[src/ubt_pkg.sv]
// shared constants for the break count and branch trace block
package ubt_pkg;

  // ==========================================================
  // register byte offsets on the apb bus
  localparam logic [7:0] ADDR_COUNT = 8'h00;
  localparam logic [7:0] ADDR_SOURCE = 8'h04;
  localparam logic [7:0] ADDR_CTRL = 8'h08;
  localparam logic [7:0] ADDR_STATUS = 8'h0c;
  localparam logic [7:0] ADDR_MASK = 8'h10;
  localparam int APB_AW = 8;
  localparam int APB_DW = 32;

  // ==========================================================
  // field layout
  localparam int BREAK_COUNT_W = 12;
  localparam int COUNT_REG_W = 16;
  localparam int SRC_ADDR_W = 28;
  localparam int SRC_VALID_BIT = 31;
  localparam int SRC_QUEUE_DEPTH = 8;
  localparam int CTRL_COUNT_EN_BIT = 0;
  localparam int CTRL_TRACE_EN_BIT = 1;
  localparam int CTRL_W = 2;
  localparam int EVT_BREAK_BIT = 0;
  localparam int EVT_BRANCH_BIT = 1;
  localparam int EVT_W = 2;

  // ==========================================================
  // reset values
  localparam logic [BREAK_COUNT_W-1:0] COUNT_RESET = 12'h000;
  localparam logic [CTRL_W-1:0] CTRL_RESET = 2'h0;
  localparam logic [EVT_W-1:0] EVT_RESET = 2'h0;

endpackage : ubt_pkg

[src/ubt_count_break.sv]
// execution count down-counter for channel b breaks
`timescale 1ns/1ps
module ubt_count_break
  import ubt_pkg::*;
#(
  parameter int CNT_W = BREAK_COUNT_W
) (
  // clock and reset
  input wire logic pclk,
  input wire logic presetn,
  // software load
  input wire logic wr_en,
  input wire logic [CNT_W-1:0] wr_data,
  // break control
  input wire logic count_break_enable,
  input wire logic chb_match,
  // results
  output logic [CNT_W-1:0] count,
  output logic break_req
);

  if (CNT_W < 1 || CNT_W > COUNT_REG_W) begin : g_chk
    $error("ubt_count_break: CNT_W out of range");
  end

  typedef struct packed {
    logic [CNT_W-1:0] cnt;
    logic brk;
  } ubt_cnt_state_t;

  ubt_cnt_state_t s_r;
  ubt_cnt_state_t s_nxt;

  // ==========================================================
  // next state
  always_comb begin
    s_nxt = s_r;
    // disabled counting breaks on every match, enabled only at one
    s_nxt.brk = chb_match & (~count_break_enable | (s_r.cnt == CNT_W'(1)));
    if (wr_en) begin
      s_nxt.cnt = wr_data;
    end else if (chb_match && count_break_enable && s_r.cnt != '0) begin
      s_nxt.cnt = s_r.cnt - CNT_W'(1);
    end
  end

  always_ff @(posedge pclk or negedge presetn) begin
    if (!presetn) begin
      s_r <= '0;
    end else begin
      s_r <= s_nxt;
    end
  end

  assign count = s_r.cnt;
  assign break_req = s_r.brk;

  // ==========================================================
  // checks
  property p_break_at_one;
    @(posedge pclk) disable iff (!presetn)
      chb_match && count_break_enable && s_r.cnt == CNT_W'(1) |=> break_req;
  endproperty
  a_break_at_one: assert property (p_break_at_one) else $error("no break at count one");

  property p_no_early_break;
    @(posedge pclk) disable iff (!presetn)
      count_break_enable && s_r.cnt != CNT_W'(1) |=> !break_req;
  endproperty
  a_no_early_break: assert property (p_no_early_break) else $error("break before count one");

  property p_decrement;
    @(posedge pclk) disable iff (!presetn)
      chb_match && count_break_enable && !wr_en && s_r.cnt != '0
        |=> count == $past(count) - CNT_W'(1);
  endproperty
  a_decrement: assert property (p_decrement) else $error("count did not decrement");

  property p_disabled_direct;
    @(posedge pclk) disable iff (!presetn)
      chb_match && !count_break_enable && !wr_en |=> break_req && count == $past(count);
  endproperty
  a_disabled_direct: assert property (p_disabled_direct) else $error("disabled match wrong");

endmodule : ubt_count_break

[src/ubt_branch_queue.sv]
// eight-deep queue of branch source records with valid flags
`timescale 1ns/1ps
module ubt_branch_queue
  import ubt_pkg::*;
#(
  parameter int DEPTH = SRC_QUEUE_DEPTH,
  parameter int AW = SRC_ADDR_W
) (
  // clock and reset
  input wire logic pclk,
  input wire logic presetn,
  // control
  input wire logic push,
  input wire logic [AW-1:0] push_addr,
  input wire logic pop,
  input wire logic clear_all,
  // newest entry
  output logic head_valid,
  output logic [AW-1:0] head_addr
);

  if (DEPTH < 2 || AW < 1 || AW > SRC_ADDR_W) begin : g_chk
    $error("ubt_branch_queue: bad DEPTH or AW");
  end

  typedef struct packed {
    logic [DEPTH-1:0] vld;
  } ubt_q_state_t;

  ubt_q_state_t s_r;
  ubt_q_state_t s_nxt;
  // addresses carry no reset: they are meaningless until a branch lands
  logic [AW-1:0] mem [DEPTH];

  // ==========================================================
  // valid flags
  always_comb begin
    s_nxt = s_r;
    if (clear_all) begin
      s_nxt.vld = '0;
    end
    if (push && pop) begin
      s_nxt.vld[0] = 1'b1;
    end else if (push) begin
      s_nxt.vld = {s_nxt.vld[DEPTH-2:0], 1'b1};
    end else if (pop) begin
      s_nxt.vld = {1'b0, s_nxt.vld[DEPTH-1:1]};
    end
  end

  always_ff @(posedge pclk or negedge presetn) begin
    if (!presetn) begin
      s_r <= '0;
    end else begin
      s_r <= s_nxt;
    end
  end

  // ==========================================================
  // address storage, shifted on every recorded branch except one that lands with a read
  always_ff @(posedge pclk) begin
    if (push && pop) begin
      mem[0] <= push_addr;
    end else if (push) begin
      for (int i = DEPTH - 1; i > 0; i--) begin
        mem[i] <= mem[i-1];
      end
      mem[0] <= push_addr;
    end else if (pop) begin
      for (int i = 0; i < DEPTH - 1; i++) begin
        mem[i] <= mem[i+1];
      end
    end
  end

  assign head_valid = s_r.vld[0];
  assign head_addr = mem[0];

  // ==========================================================
  // checks
  property p_push_valid;
    @(posedge pclk) disable iff (!presetn)
      push |=> head_valid && head_addr == $past(push_addr);
  endproperty
  a_push_valid: assert property (p_push_valid) else $error("push not recorded");

  property p_shift;
    @(posedge pclk) disable iff (!presetn)
      push && !pop && !clear_all |=> s_r.vld[1] == $past(s_r.vld[0]);
  endproperty
  a_shift: assert property (p_shift) else $error("queue did not shift");

  property p_clear;
    @(posedge pclk) disable iff (!presetn)
      clear_all && !push |=> s_r.vld == '0;
  endproperty
  a_clear: assert property (p_clear) else $error("valid flags not cleared");

  property p_pop;
    @(posedge pclk) disable iff (!presetn)
      pop && !push && !clear_all |=> s_r.vld == {1'b0, $past(s_r.vld[DEPTH-1:1])};
  endproperty
  a_pop: assert property (p_pop) else $error("read did not retire head");

endmodule : ubt_branch_queue

[src/ubt_break_trace.sv]
// apb top: execution count break and branch source trace
//
// Behaviour
// - count register is 16 bits; low twelve hold match count, reset zero
// - enabled count break: each channel b match decrements a nonzero count by one; zero holds
// - break requested on an enabled match only while count already holds one; with the enable at zero every match breaks
// - reserved bits read zero; software writes zero to them
// - branch source register is 32-bit read-only; writes change nothing
// - each entry captures low 28 bits of branching instruction address
// - bit 31 is valid flag, set when a branch is recorded
// - valid flag clears on read, on trace enable, on reset
// - captured address bits are not reset
// - eight-deep queue shifts by one on every recorded branch not landing with a source read
// - count break applies only to channel b while its enable is one
`timescale 1ns/1ps
module ubt_break_trace
  import ubt_pkg::*;
(
  // clock and reset
  input wire logic pclk,
  input wire logic presetn,
  // apb slave
  input wire logic psel,
  input wire logic penable,
  input wire logic pwrite,
  input wire logic [APB_AW-1:0] paddr,
  input wire logic [APB_DW-1:0] pwdata,
  output logic [APB_DW-1:0] prdata,
  output logic pready,
  output logic pslverr,
  // cpu events
  input wire logic chb_match,
  input wire logic branch_taken,
  input wire logic [APB_DW-1:0] branch_src_addr,
  // requests
  output logic user_break_req,
  output logic irq
);

  typedef struct packed {
    logic [APB_DW-1:0] rdata;
    logic ready;
    logic err;
    logic [CTRL_W-1:0] ctrl;
    logic [EVT_W-1:0] status;
    logic [EVT_W-1:0] mask;
    logic irq;
  } ubt_top_state_t;

  ubt_top_state_t s_r;
  ubt_top_state_t s_nxt;

  logic [BREAK_COUNT_W-1:0] count;
  logic head_valid;
  logic [SRC_ADDR_W-1:0] head_addr;
  logic setup;
  logic wr_acc;
  logic cnt_wr;
  logic src_pop;
  logic trace_clear;
  logic push_en;
  logic status_rd;
  logic [CTRL_W-1:0] ctrl_wdata;

  function automatic logic mapped(input logic [APB_AW-1:0] a);
    return a == ADDR_COUNT || a == ADDR_SOURCE || a == ADDR_CTRL ||
           a == ADDR_STATUS || a == ADDR_MASK;
  endfunction : mapped

  // ==========================================================
  // bus decode
  // reads and their side effects are taken at the setup edge so the
  // returned word and the pop happen atomically; pready follows at once
  assign setup = psel & ~penable;
  assign wr_acc = psel & penable & s_r.ready & pwrite & ~s_r.err;
  assign cnt_wr = wr_acc & (paddr == ADDR_COUNT);
  assign src_pop = setup & ~pwrite & (paddr == ADDR_SOURCE);
  assign ctrl_wdata = pwdata[CTRL_W-1:0];
  // only a rising trace enable clears the queue
  assign trace_clear = wr_acc & (paddr == ADDR_CTRL) &
                       ctrl_wdata[CTRL_TRACE_EN_BIT] & ~s_r.ctrl[CTRL_TRACE_EN_BIT];
  // branches are recorded only while tracing is on
  assign push_en = branch_taken & s_r.ctrl[CTRL_TRACE_EN_BIT];
  assign status_rd = setup & ~pwrite & (paddr == ADDR_STATUS);

  // ==========================================================
  // sub-blocks
  ubt_count_break #(
    .CNT_W(BREAK_COUNT_W)
  ) u_count (
    .pclk(pclk),
    .presetn(presetn),
    .wr_en(cnt_wr),
    .wr_data(pwdata[BREAK_COUNT_W-1:0]),
    .count_break_enable(s_r.ctrl[CTRL_COUNT_EN_BIT]),
    .chb_match(chb_match),
    .count(count),
    .break_req(user_break_req)
  );

  ubt_branch_queue #(
    .DEPTH(SRC_QUEUE_DEPTH),
    .AW(SRC_ADDR_W)
  ) u_queue (
    .pclk(pclk),
    .presetn(presetn),
    .push(push_en),
    .push_addr(branch_src_addr[SRC_ADDR_W-1:0]),
    .pop(src_pop),
    .clear_all(trace_clear),
    .head_valid(head_valid),
    .head_addr(head_addr)
  );

  // ==========================================================
  // register file and interrupt
  always_comb begin
    logic [EVT_W-1:0] evt;
    evt = '0;
    s_nxt = s_r;
    evt[EVT_BREAK_BIT] = user_break_req;
    evt[EVT_BRANCH_BIT] = push_en;
    s_nxt.ready = setup;
    // err drops after the access so pslverr is a plain flop
    s_nxt.err = 1'b0;
    if (setup) begin
      s_nxt.err = ~mapped(paddr);
      s_nxt.rdata = '0;
      if (!pwrite) begin
        unique case (paddr)
          ADDR_COUNT: s_nxt.rdata[BREAK_COUNT_W-1:0] = count;
          ADDR_SOURCE: begin
            s_nxt.rdata[SRC_VALID_BIT] = head_valid;
            s_nxt.rdata[SRC_ADDR_W-1:0] = head_addr;
          end
          ADDR_CTRL: s_nxt.rdata[CTRL_W-1:0] = s_r.ctrl;
          ADDR_STATUS: s_nxt.rdata[EVT_W-1:0] = s_r.status;
          ADDR_MASK: s_nxt.rdata[EVT_W-1:0] = s_r.mask;
          default: s_nxt.rdata = '0;
        endcase
      end
    end
    if (status_rd) begin
      s_nxt.status = '0;
    end
    // a new event in the clearing cycle survives
    s_nxt.status = s_nxt.status | evt;
    if (wr_acc && paddr == ADDR_CTRL) begin
      s_nxt.ctrl = ctrl_wdata;
    end
    if (wr_acc && paddr == ADDR_MASK) begin
      s_nxt.mask = pwdata[EVT_W-1:0];
    end
    // writes to the source register fall through untouched
    s_nxt.irq = |(s_nxt.status & s_nxt.mask);
  end

  always_ff @(posedge pclk or negedge presetn) begin
    if (!presetn) begin
      s_r <= '{rdata: '0, ready: 1'b0, err: 1'b0, ctrl: CTRL_RESET,
               status: EVT_RESET, mask: EVT_RESET, irq: 1'b0};
    end else begin
      s_r <= s_nxt;
    end
  end

  assign prdata = s_r.rdata;
  assign pready = s_r.ready;
  assign pslverr = s_r.err;
  assign irq = s_r.irq;

  // ==========================================================
  // checks
  property p_count_reserved;
    @(posedge pclk) disable iff (!presetn)
      setup && !pwrite && paddr == ADDR_COUNT |=> prdata[COUNT_REG_W-1:BREAK_COUNT_W] == '0;
  endproperty
  a_count_reserved: assert property (p_count_reserved) else $error("count reserved bits set");

  property p_src_reserved;
    @(posedge pclk) disable iff (!presetn)
      setup && !pwrite && paddr == ADDR_SOURCE
        |=> prdata[SRC_VALID_BIT-1:SRC_ADDR_W] == '0 && prdata[SRC_VALID_BIT] == $past(head_valid);
  endproperty
  a_src_reserved: assert property (p_src_reserved) else $error("source read wrong");

  property p_src_readonly;
    @(posedge pclk) disable iff (!presetn)
      wr_acc && paddr == ADDR_SOURCE && !branch_taken
        |=> head_valid == $past(head_valid) && head_addr == $past(head_addr);
  endproperty
  a_src_readonly: assert property (p_src_readonly) else $error("source register written");

  property p_read_clears;
    @(posedge pclk) disable iff (!presetn)
      src_pop && !push_en && !head_valid |=> !head_valid;
  endproperty
  a_read_clears: assert property (p_read_clears) else $error("read revived empty queue");

  property p_irq_level;
    @(posedge pclk) disable iff (!presetn)
      irq == |(s_r.status & s_r.mask);
  endproperty
  a_irq_level: assert property (p_irq_level) else $error("irq does not follow status");

  property p_trace_clear;
    @(posedge pclk) disable iff (!presetn)
      trace_clear |=> !head_valid;
  endproperty
  a_trace_clear: assert property (p_trace_clear) else $error("trace enable kept entry");

  property p_trace_off;
    @(posedge pclk) disable iff (!presetn)
      branch_taken && !s_r.ctrl[CTRL_TRACE_EN_BIT] && !src_pop && !trace_clear
        |=> head_valid == $past(head_valid);
  endproperty
  a_trace_off: assert property (p_trace_off) else $error("branch traced while off");

  property p_push_record;
    @(posedge pclk) disable iff (!presetn)
      push_en |=> head_valid && head_addr == $past(branch_src_addr[SRC_ADDR_W-1:0]);
  endproperty
  a_push_record: assert property (p_push_record) else $error("branch not recorded");

  property p_src_addr_read;
    @(posedge pclk) disable iff (!presetn)
      setup && !pwrite && paddr == ADDR_SOURCE && head_valid
        |=> prdata[SRC_ADDR_W-1:0] == $past(head_addr);
  endproperty
  a_src_addr_read: assert property (p_src_addr_read) else $error("source address wrong");

  property p_count_read;
    @(posedge pclk) disable iff (!presetn)
      setup && !pwrite && paddr == ADDR_COUNT |=> prdata[BREAK_COUNT_W-1:0] == $past(count);
  endproperty
  a_count_read: assert property (p_count_read) else $error("count read wrong");

  property p_count_write;
    @(posedge pclk) disable iff (!presetn)
      cnt_wr |=> count == $past(pwdata[BREAK_COUNT_W-1:0]);
  endproperty
  a_count_write: assert property (p_count_write) else $error("count write lost");

  // ==========================================================
  // bus handshake and register file checks
  property p_ready_after_setup;
    @(posedge pclk) disable iff (!presetn)
      setup |=> pready;
  endproperty
  a_ready_after_setup: assert property (p_ready_after_setup) else $error("no ready after setup");

  property p_ready_pulse;
    @(posedge pclk) disable iff (!presetn)
      pready |=> !pready;
  endproperty
  a_ready_pulse: assert property (p_ready_pulse) else $error("ready held too long");

  property p_err_unmapped;
    @(posedge pclk) disable iff (!presetn)
      setup && !mapped(paddr) |=> pslverr;
  endproperty
  a_err_unmapped: assert property (p_err_unmapped) else $error("unmapped access not refused");

  property p_err_mapped;
    @(posedge pclk) disable iff (!presetn)
      setup && mapped(paddr) |=> !pslverr;
  endproperty
  a_err_mapped: assert property (p_err_mapped) else $error("mapped access refused");

  property p_err_with_ready;
    @(posedge pclk) disable iff (!presetn)
      pslverr |-> pready;
  endproperty
  a_err_with_ready: assert property (p_err_with_ready) else $error("error without ready");

  property p_unmapped_zero;
    @(posedge pclk) disable iff (!presetn)
      setup && !mapped(paddr) |=> prdata == '0;
  endproperty
  a_unmapped_zero: assert property (p_unmapped_zero) else $error("unmapped read not zero");

  property p_rdata_hold;
    @(posedge pclk) disable iff (!presetn)
      !setup |=> $stable(prdata);
  endproperty
  a_rdata_hold: assert property (p_rdata_hold) else $error("read data moved");

  property p_ctrl_write;
    @(posedge pclk) disable iff (!presetn)
      wr_acc && paddr == ADDR_CTRL |=> s_r.ctrl == $past(ctrl_wdata);
  endproperty
  a_ctrl_write: assert property (p_ctrl_write) else $error("control write lost");

  property p_mask_write;
    @(posedge pclk) disable iff (!presetn)
      wr_acc && paddr == ADDR_MASK |=> s_r.mask == $past(pwdata[EVT_W-1:0]);
  endproperty
  a_mask_write: assert property (p_mask_write) else $error("mask write lost");

  property p_ctrl_read;
    @(posedge pclk) disable iff (!presetn)
      setup && !pwrite && paddr == ADDR_CTRL |=> prdata[CTRL_W-1:0] == $past(s_r.ctrl);
  endproperty
  a_ctrl_read: assert property (p_ctrl_read) else $error("control read wrong");

  property p_status_rdata;
    @(posedge pclk) disable iff (!presetn)
      status_rd |=> prdata[EVT_W-1:0] == $past(s_r.status);
  endproperty
  a_status_rdata: assert property (p_status_rdata) else $error("status read wrong");

  property p_mask_rdata;
    @(posedge pclk) disable iff (!presetn)
      setup && !pwrite && paddr == ADDR_MASK |=> prdata[EVT_W-1:0] == $past(s_r.mask);
  endproperty
  a_mask_rdata: assert property (p_mask_rdata) else $error("mask read wrong");

  property p_status_clear;
    @(posedge pclk) disable iff (!presetn)
      status_rd && !user_break_req && !push_en |=> s_r.status == '0;
  endproperty
  a_status_clear: assert property (p_status_clear) else $error("status not cleared by read");

  property p_status_sticky;
    @(posedge pclk) disable iff (!presetn)
      !status_rd
        |=> (s_r.status & $past(s_r.status)) == $past(s_r.status);
  endproperty
  a_status_sticky: assert property (p_status_sticky) else $error("status bit lost");

  property p_branch_status;
    @(posedge pclk) disable iff (!presetn)
      push_en |=> s_r.status[EVT_BRANCH_BIT];
  endproperty
  a_branch_status: assert property (p_branch_status) else $error("branch event lost");

  property p_break_sets_status;
    @(posedge pclk) disable iff (!presetn)
      user_break_req |=> s_r.status[EVT_BREAK_BIT];
  endproperty
  a_break_sets_status: assert property (p_break_sets_status) else $error("break lost");

endmodule : ubt_break_trace

[config.mk]
export PLATFORM = sky130hd
export DESIGN_NAME = ubt_break_trace
export DESIGN_NICKNAME = d
export VERILOG_FILES = /design/src/ubt_pkg.sv /design/src/ubt_count_break.sv /design/src/ubt_branch_queue.sv /design/src/ubt_break_trace.sv
export SDC_FILE = /design/constraint.sdc
export NUM_CORES = 1
export LEC_CHECK = 0
export BUFFER_PORTS_ARGS = -buffer_cell sky130_fd_sc_hd__buf_2
export CAP_MARGIN = 40
export CORE_MARGIN = 10
export CORE_UTILIZATION = 40
export DETAILED_ROUTE_END_ITERATION = 7
export PLACE_DENSITY = 0.58
export SLEW_MARGIN = 30
export SYNTH_ARGS = -nofsm -noshare
export SYNTH_HDL_FRONTEND = slang
export SYNTH_SLANG_ARGS = --single-unit
[constraint.sdc]
create_clock -name pclk -period 12.08 [get_ports pclk]
set_input_delay 2.416 -clock pclk [delete_from_list [all_inputs] [get_ports pclk]]
set_output_delay 2.416 -clock pclk [all_outputs]
set_load 0.05 [all_outputs]
Word level (Yosys, flattened, before mapping)
Memories as Yosys holds them, arrays and structs flattened. Index checks and enable logic that the tools add are counted.

Memories: 1. Bits in writable memories: 224. Output and inout port bits: 36. Input port bits: 79. Word-level logic and storage cells: 93. Register bits after elaboration: 62.

Memories: u_queue.mem (depth 8, width 28, read ports 8, clocked after memory_dff 0, wr ports 8, line ubt_branch_queue.sv:33) `logic [AW-1:0] mem [DEPTH];`.

Add/subtract/negate cells: 1. Bitwise gates (word level): 31. Reduce and logical (&&, ||, !) cells: 13. Muxes and demuxes: 32. Equality and inequality tests: 5.

Operators by type and width (count): 28-bit two-way mux (8); 32-bit two-way mux (1); 12-bit two-way mux (2); 8-bit two-way mux (3); 10-bit one-hot mux with 2 select lines (1); 8-bit by 4-bit == test with 1-bit output, second input constant (2); 16-bit two-way mux (1); 1-bit bitwise AND (14); 12-bit by 1-bit == test with 1-bit output, second input constant (1); 1-bit two-way mux (12); 12-bit nonzero test (1); 12-bit by 1-bit subtractor with 12-bit output, second input constant (1); 2-bit one-hot mux with 5 select lines (1); 1-bit bitwise OR (9); 8-bit by 3-bit == test with 1-bit output, second input constant (1); 8-bit by 5-bit == test with 1-bit output, second input constant (1); 8-bit zero test (1); 7-bit two-way mux (1); 1-bit NOT (6); 1-bit logical AND (5); 1-bit logical OR (4); 2-bit two-way mux (2); 2-bit bitwise AND (1); 2-bit bitwise OR (1); 2 further kinds (2).

Depth between registers and ports, before layout
Depth after elaboration: 11. Mapped depth: 10. Depth with buffers taken out: 7.

Modules after synthesis
From an unflattened synthesis, not the netlist that was laid out.

Cell total of the unflattened synthesis: 821. Area total of the unflattened synthesis: 12884.9 um^2.

By module, submodules not included: ubt_branch_queue (seq. area each 6926.6 um^2, cells each 557, times used 1, area an instance 10154.7 um^2); ubt_break_trace (seq. area each 950.9 um^2, cells each 172, times used 1, area an instance 1911.8 um^2); ubt_count_break (seq. area each 325.3 um^2, cells each 92, times used 1, area an instance 818.3 um^2).

Least setup slack after synthesis
Ideal clock, no wire load.

Path kind: input -> register. Start point: input port penable. End point: memory u_queue.mem[1][0] (netlist bit), enable pin. Setup slack: 4.842 ns. Setup time: 0.528 ns. Stages on the path: 3. Path buffers: 0. Data arrival time: 6.710 ns. Required time: 11.552 ns. Cells stage by stage: nor4bb_1 nand3_1 ha_1.

RTL lines: from (decl) (line ubt_break_trace.sv:24) `input wire logic penable,`; to (decl) (line ubt_branch_queue.sv:33).

==> results.sh <==
export IMPL_finalMaxSlewViolations=0
export IMPL_cts_tree="yes"
export IMPL_num_io_pins=115
export IMPL_final_common_cell="edfxtp_1"
export IMPL_ys_warn_count=0
export IMPL_r2r_start="s_r[6]$_DFFE_PN0N_"
export IMPL_coreArea_um2=30500
export IMPL_holdWs_ns=0.455
export IMPL_cts_buffers=31
export IMPL_fin_nets=989
export IMPL_wire_per_inst_um=18.5
export IMPL_syn_inst=837
export IMPL_worst_slack_ns=5.90
export IMPL_grt_usage_pct=12.4
export IMPL_setup_worst_path_class="in -> reg"
export IMPL_hold_viol=0
export IMPL_async_flop_share_pct=20.8
export IMPL_outcome="completed"
export IMPL_ant_nets=0
export IMPL_layout_common_cells="224 x edfxtp_1, 145 x mux2_2, 87 x buf_2"
export IMPL_grt_overflow_total=0
export IMPL_diodes=0
export IMPL_ys_seq_area_share_pct=66.6
export IMPL_worstHoldPathType="reg -> reg"
export IMPL_synth_distinct_cells=52
export IMPL_r2r_end="u_queue.mem[4][15]$_DFFE_PP_"
export IMPL_postRouteWirelength_mm=24.4
export IMPL_port_buffers=87
export IMPL_netlist_area_um2=12300
export IMPL_synth_compound_area_share_pct=6.14
export IMPL_synth_top_cell_area_share_pct=54.6
export IMPL_first_pass_iters=4
export IMPL_layout_cells_non_filler=1321
export IMPL_synth_edf_count=224
export IMPL_fin_setup_tns_ns=0
export IMPL_clk_pin_slew_ns=0.06
export IMPL_whs_endpoint="u_queue.mem[7][7]$_DFFE_PN_"
export IMPL_die_x_um=195
export IMPL_cts_resized=0
export IMPL_setup_violations=0
export IMPL_start_kind="input pin"
export IMPL_synth_top_family_by_area="multiplexers"
export IMPL_start_util_pct=40.4
export IMPL_worst_pin_slew_ns=0.830
export IMPL_rsz0062_at_grt="no"
export IMPL_dp_cells=1263
export IMPL_area_growth_syn_to_layout_pct=14.0
export IMPL_total_power_mw=1.97
export IMPL_finalCriticalPeriod_ns=6.18
export IMPL_grt_pass1_vias=7051
export IMPL_ir_worst_vdd_v=0.0000848
export IMPL_postCtsSetupRepairBufs=0
export IMPL_root_buffer="clkbuf_16"
export IMPL_ff2ff_path_depth=6
export IMPL_vias=6832
export IMPL_crit_required_ns=12.34
export IMPL_gp_congestion=0.752
export IMPL_synth_seq_cells=283
export IMPL_skew_ns=0.0129
export IMPL_synthMuxAreaShare_pct=16.1
export IMPL_period_share_pct=51.2
export IMPL_final_layout_size_suffix_gt1_share_pct=33.5
export IMPL_avgSynthCellArea_um2=14.7
export IMPL_reg2reg_slack_ns=8.97
export IMPL_hold_buffers=0
export IMPL_maxCapViolCount=0
export IMPL_worstSkewPairLatency_ns=0.56
export IMPL_fmax_ghz=0.162
export IMPL_place_area_um2=13100
export IMPL_yosysTopAreaCell="edfxtp_1"
export IMPL_post_place_ws_ns=5.28
export IMPL_dieArea_um2=38200
export IMPL_powerDensity_nw_per_um2=140
export IMPL_min_path_cells=0
export IMPL_htree_levels=1
export IMPL_crit_path_end_kind="flip-flop"
export IMPL_die_y_um=195
export IMPL_yosys_top_cells_area="edfxtp_1 55%, mux2_2 13%, dfrtp_1 12%"
export IMPL_fin_util_pct=46.0
export IMPL_synthAdderAreaFrac_pct=0.813
export IMPL_min_delay_start="u_queue.mem[6][7]$_DFFE_PP_"
export IMPL_place_hpwl_mm=15.5
export IMPL_clock_sinks=283
export IMPL_p_leak_nw=5.14
export IMPL_row_count=64
export IMPL_viasPerCell=5.17
export IMPL_synth_main_ff_cell="edfxtp_1"
export IMPL_synth_simple_area_share_pct=6.21
export IMPL_post_route_drc_count=0
export IMPL_relSlewSlack_pct=44.7
export IMPL_final_cell_area_um2=14000
export IMPL_grt_start_max_net_pins=62
export IMPL_drtIter0Drc=475
export IMPL_worstPathMaxFanout=52
export IMPL_synth_xor_xnor_area_share_pct=0.640
export IMPL_clock_path_buffers=3
export IMPL_grt_pass1_wl_mm=39.1
export IMPL_grt_antenna_before_repair=0
export IMPL_arrival_ns=6.44
[worst max path at each step]
stage,startpoint,to,slack [ns],cells after the start
3_5_place_dp,paddr[2],u_queue.mem[5][12]$_DFFE_PP_,5.28,9
5_1_grt,paddr[2],u_queue.mem[5][16]$_DFFE_PP_,5.57,9
3_3_place_gp,paddr[2],u_queue.mem[2][7]$_DFFE_PP_,5.31,8
2_1_floorplan,penable,u_queue.mem[1][0]$_DFFE_PP_,4.84,3
6_report,paddr[2],u_queue.mem[5][12]$_DFFE_PP_,5.90,9
4_1_cts,paddr[2],u_queue.mem[5][12]$_DFFE_PP_,5.84,9
[synthesized netlist by cell type (all sizes together), types with 2 or more instances]
cell,n
a21o,7
a21oi,62
a22o,23
a22oi,10
a31oi,2
buf,51
clkbuf,21
dfrtp,59
edfxtp,224
ha,8
inv,7
mux2,146
mux2i,33
nand2,43
nand2b,4
nand3,9
nand4,3
nor2,65
nor3,12
nor3b,4
nor4,5
o21ai,11
o221ai,2
or3,3
or4,2
xnor2,4
xor2,5
[layout make-up]
| cell class | count | area (µm²) |
|---|---|---|
| fillers | 2761 | 16500 |
| flip-flops and latches | 283 | 8200 |
| multi-input cells | 477 | 3740 |
| clock buffers | 38 | 802 |
| repair buffers | 102 | 636 |
| well taps | 396 | 495 |
| clock inverters | 18 | 135 |
| inverters | 7 | 26.3 |
[per-layer routing]
layer | track usage [%] | wire length [µm]
met2 | 18.5 | 10800
met4 | 2.83 | 368
met1 | 18.1 | 12200
met3 | 2.40 | 1000
met5 | 0 | 0
[worst max-delay path, stage by stage]
cell	delay, ns
buf_2	0.29
nor4bb_1	0.49
nand3_1	0.47
inv_2	0.74
ha_4	0.80
buf_4	0.53
buf_12	0.29
mux2i_1	0.28
a21oi_1	0.11
[power by group]
group	switching (mW)	leakage (nW)	total (mW)	internal, mW
combinational	0.0232	1.85	0.0388	0.0157
clock	0.371	0.465	0.881	0.510
sequential	0.00134	2.83	1.05	1.04
total	0.396	5.14	1.97	1.57
[registers in the layout (all words and copies together), names as in the netlist]
name               flops
u_count.count         12
s_r                    6
pslverr                1
irq                    1
prdata                29
u_queue.s_r            8
u_count.break_req      1
pready                 1
u_queue.mem          224
[kinds of logic after synthesis]
| kind of cell | Yosys count |
|---|---|
| DFF | 283 |
| AOI/OAI and AO/OA | 120 |
| xor gates and xnor gates | 9 |
| adders and majority gates | 8 |
| and+or+nand+nor | 158 |
| other | 1 |
| muxes | 179 |
| buffers and inverters | 79 |
Note: power is estimated with default switching activity, not from simulation.
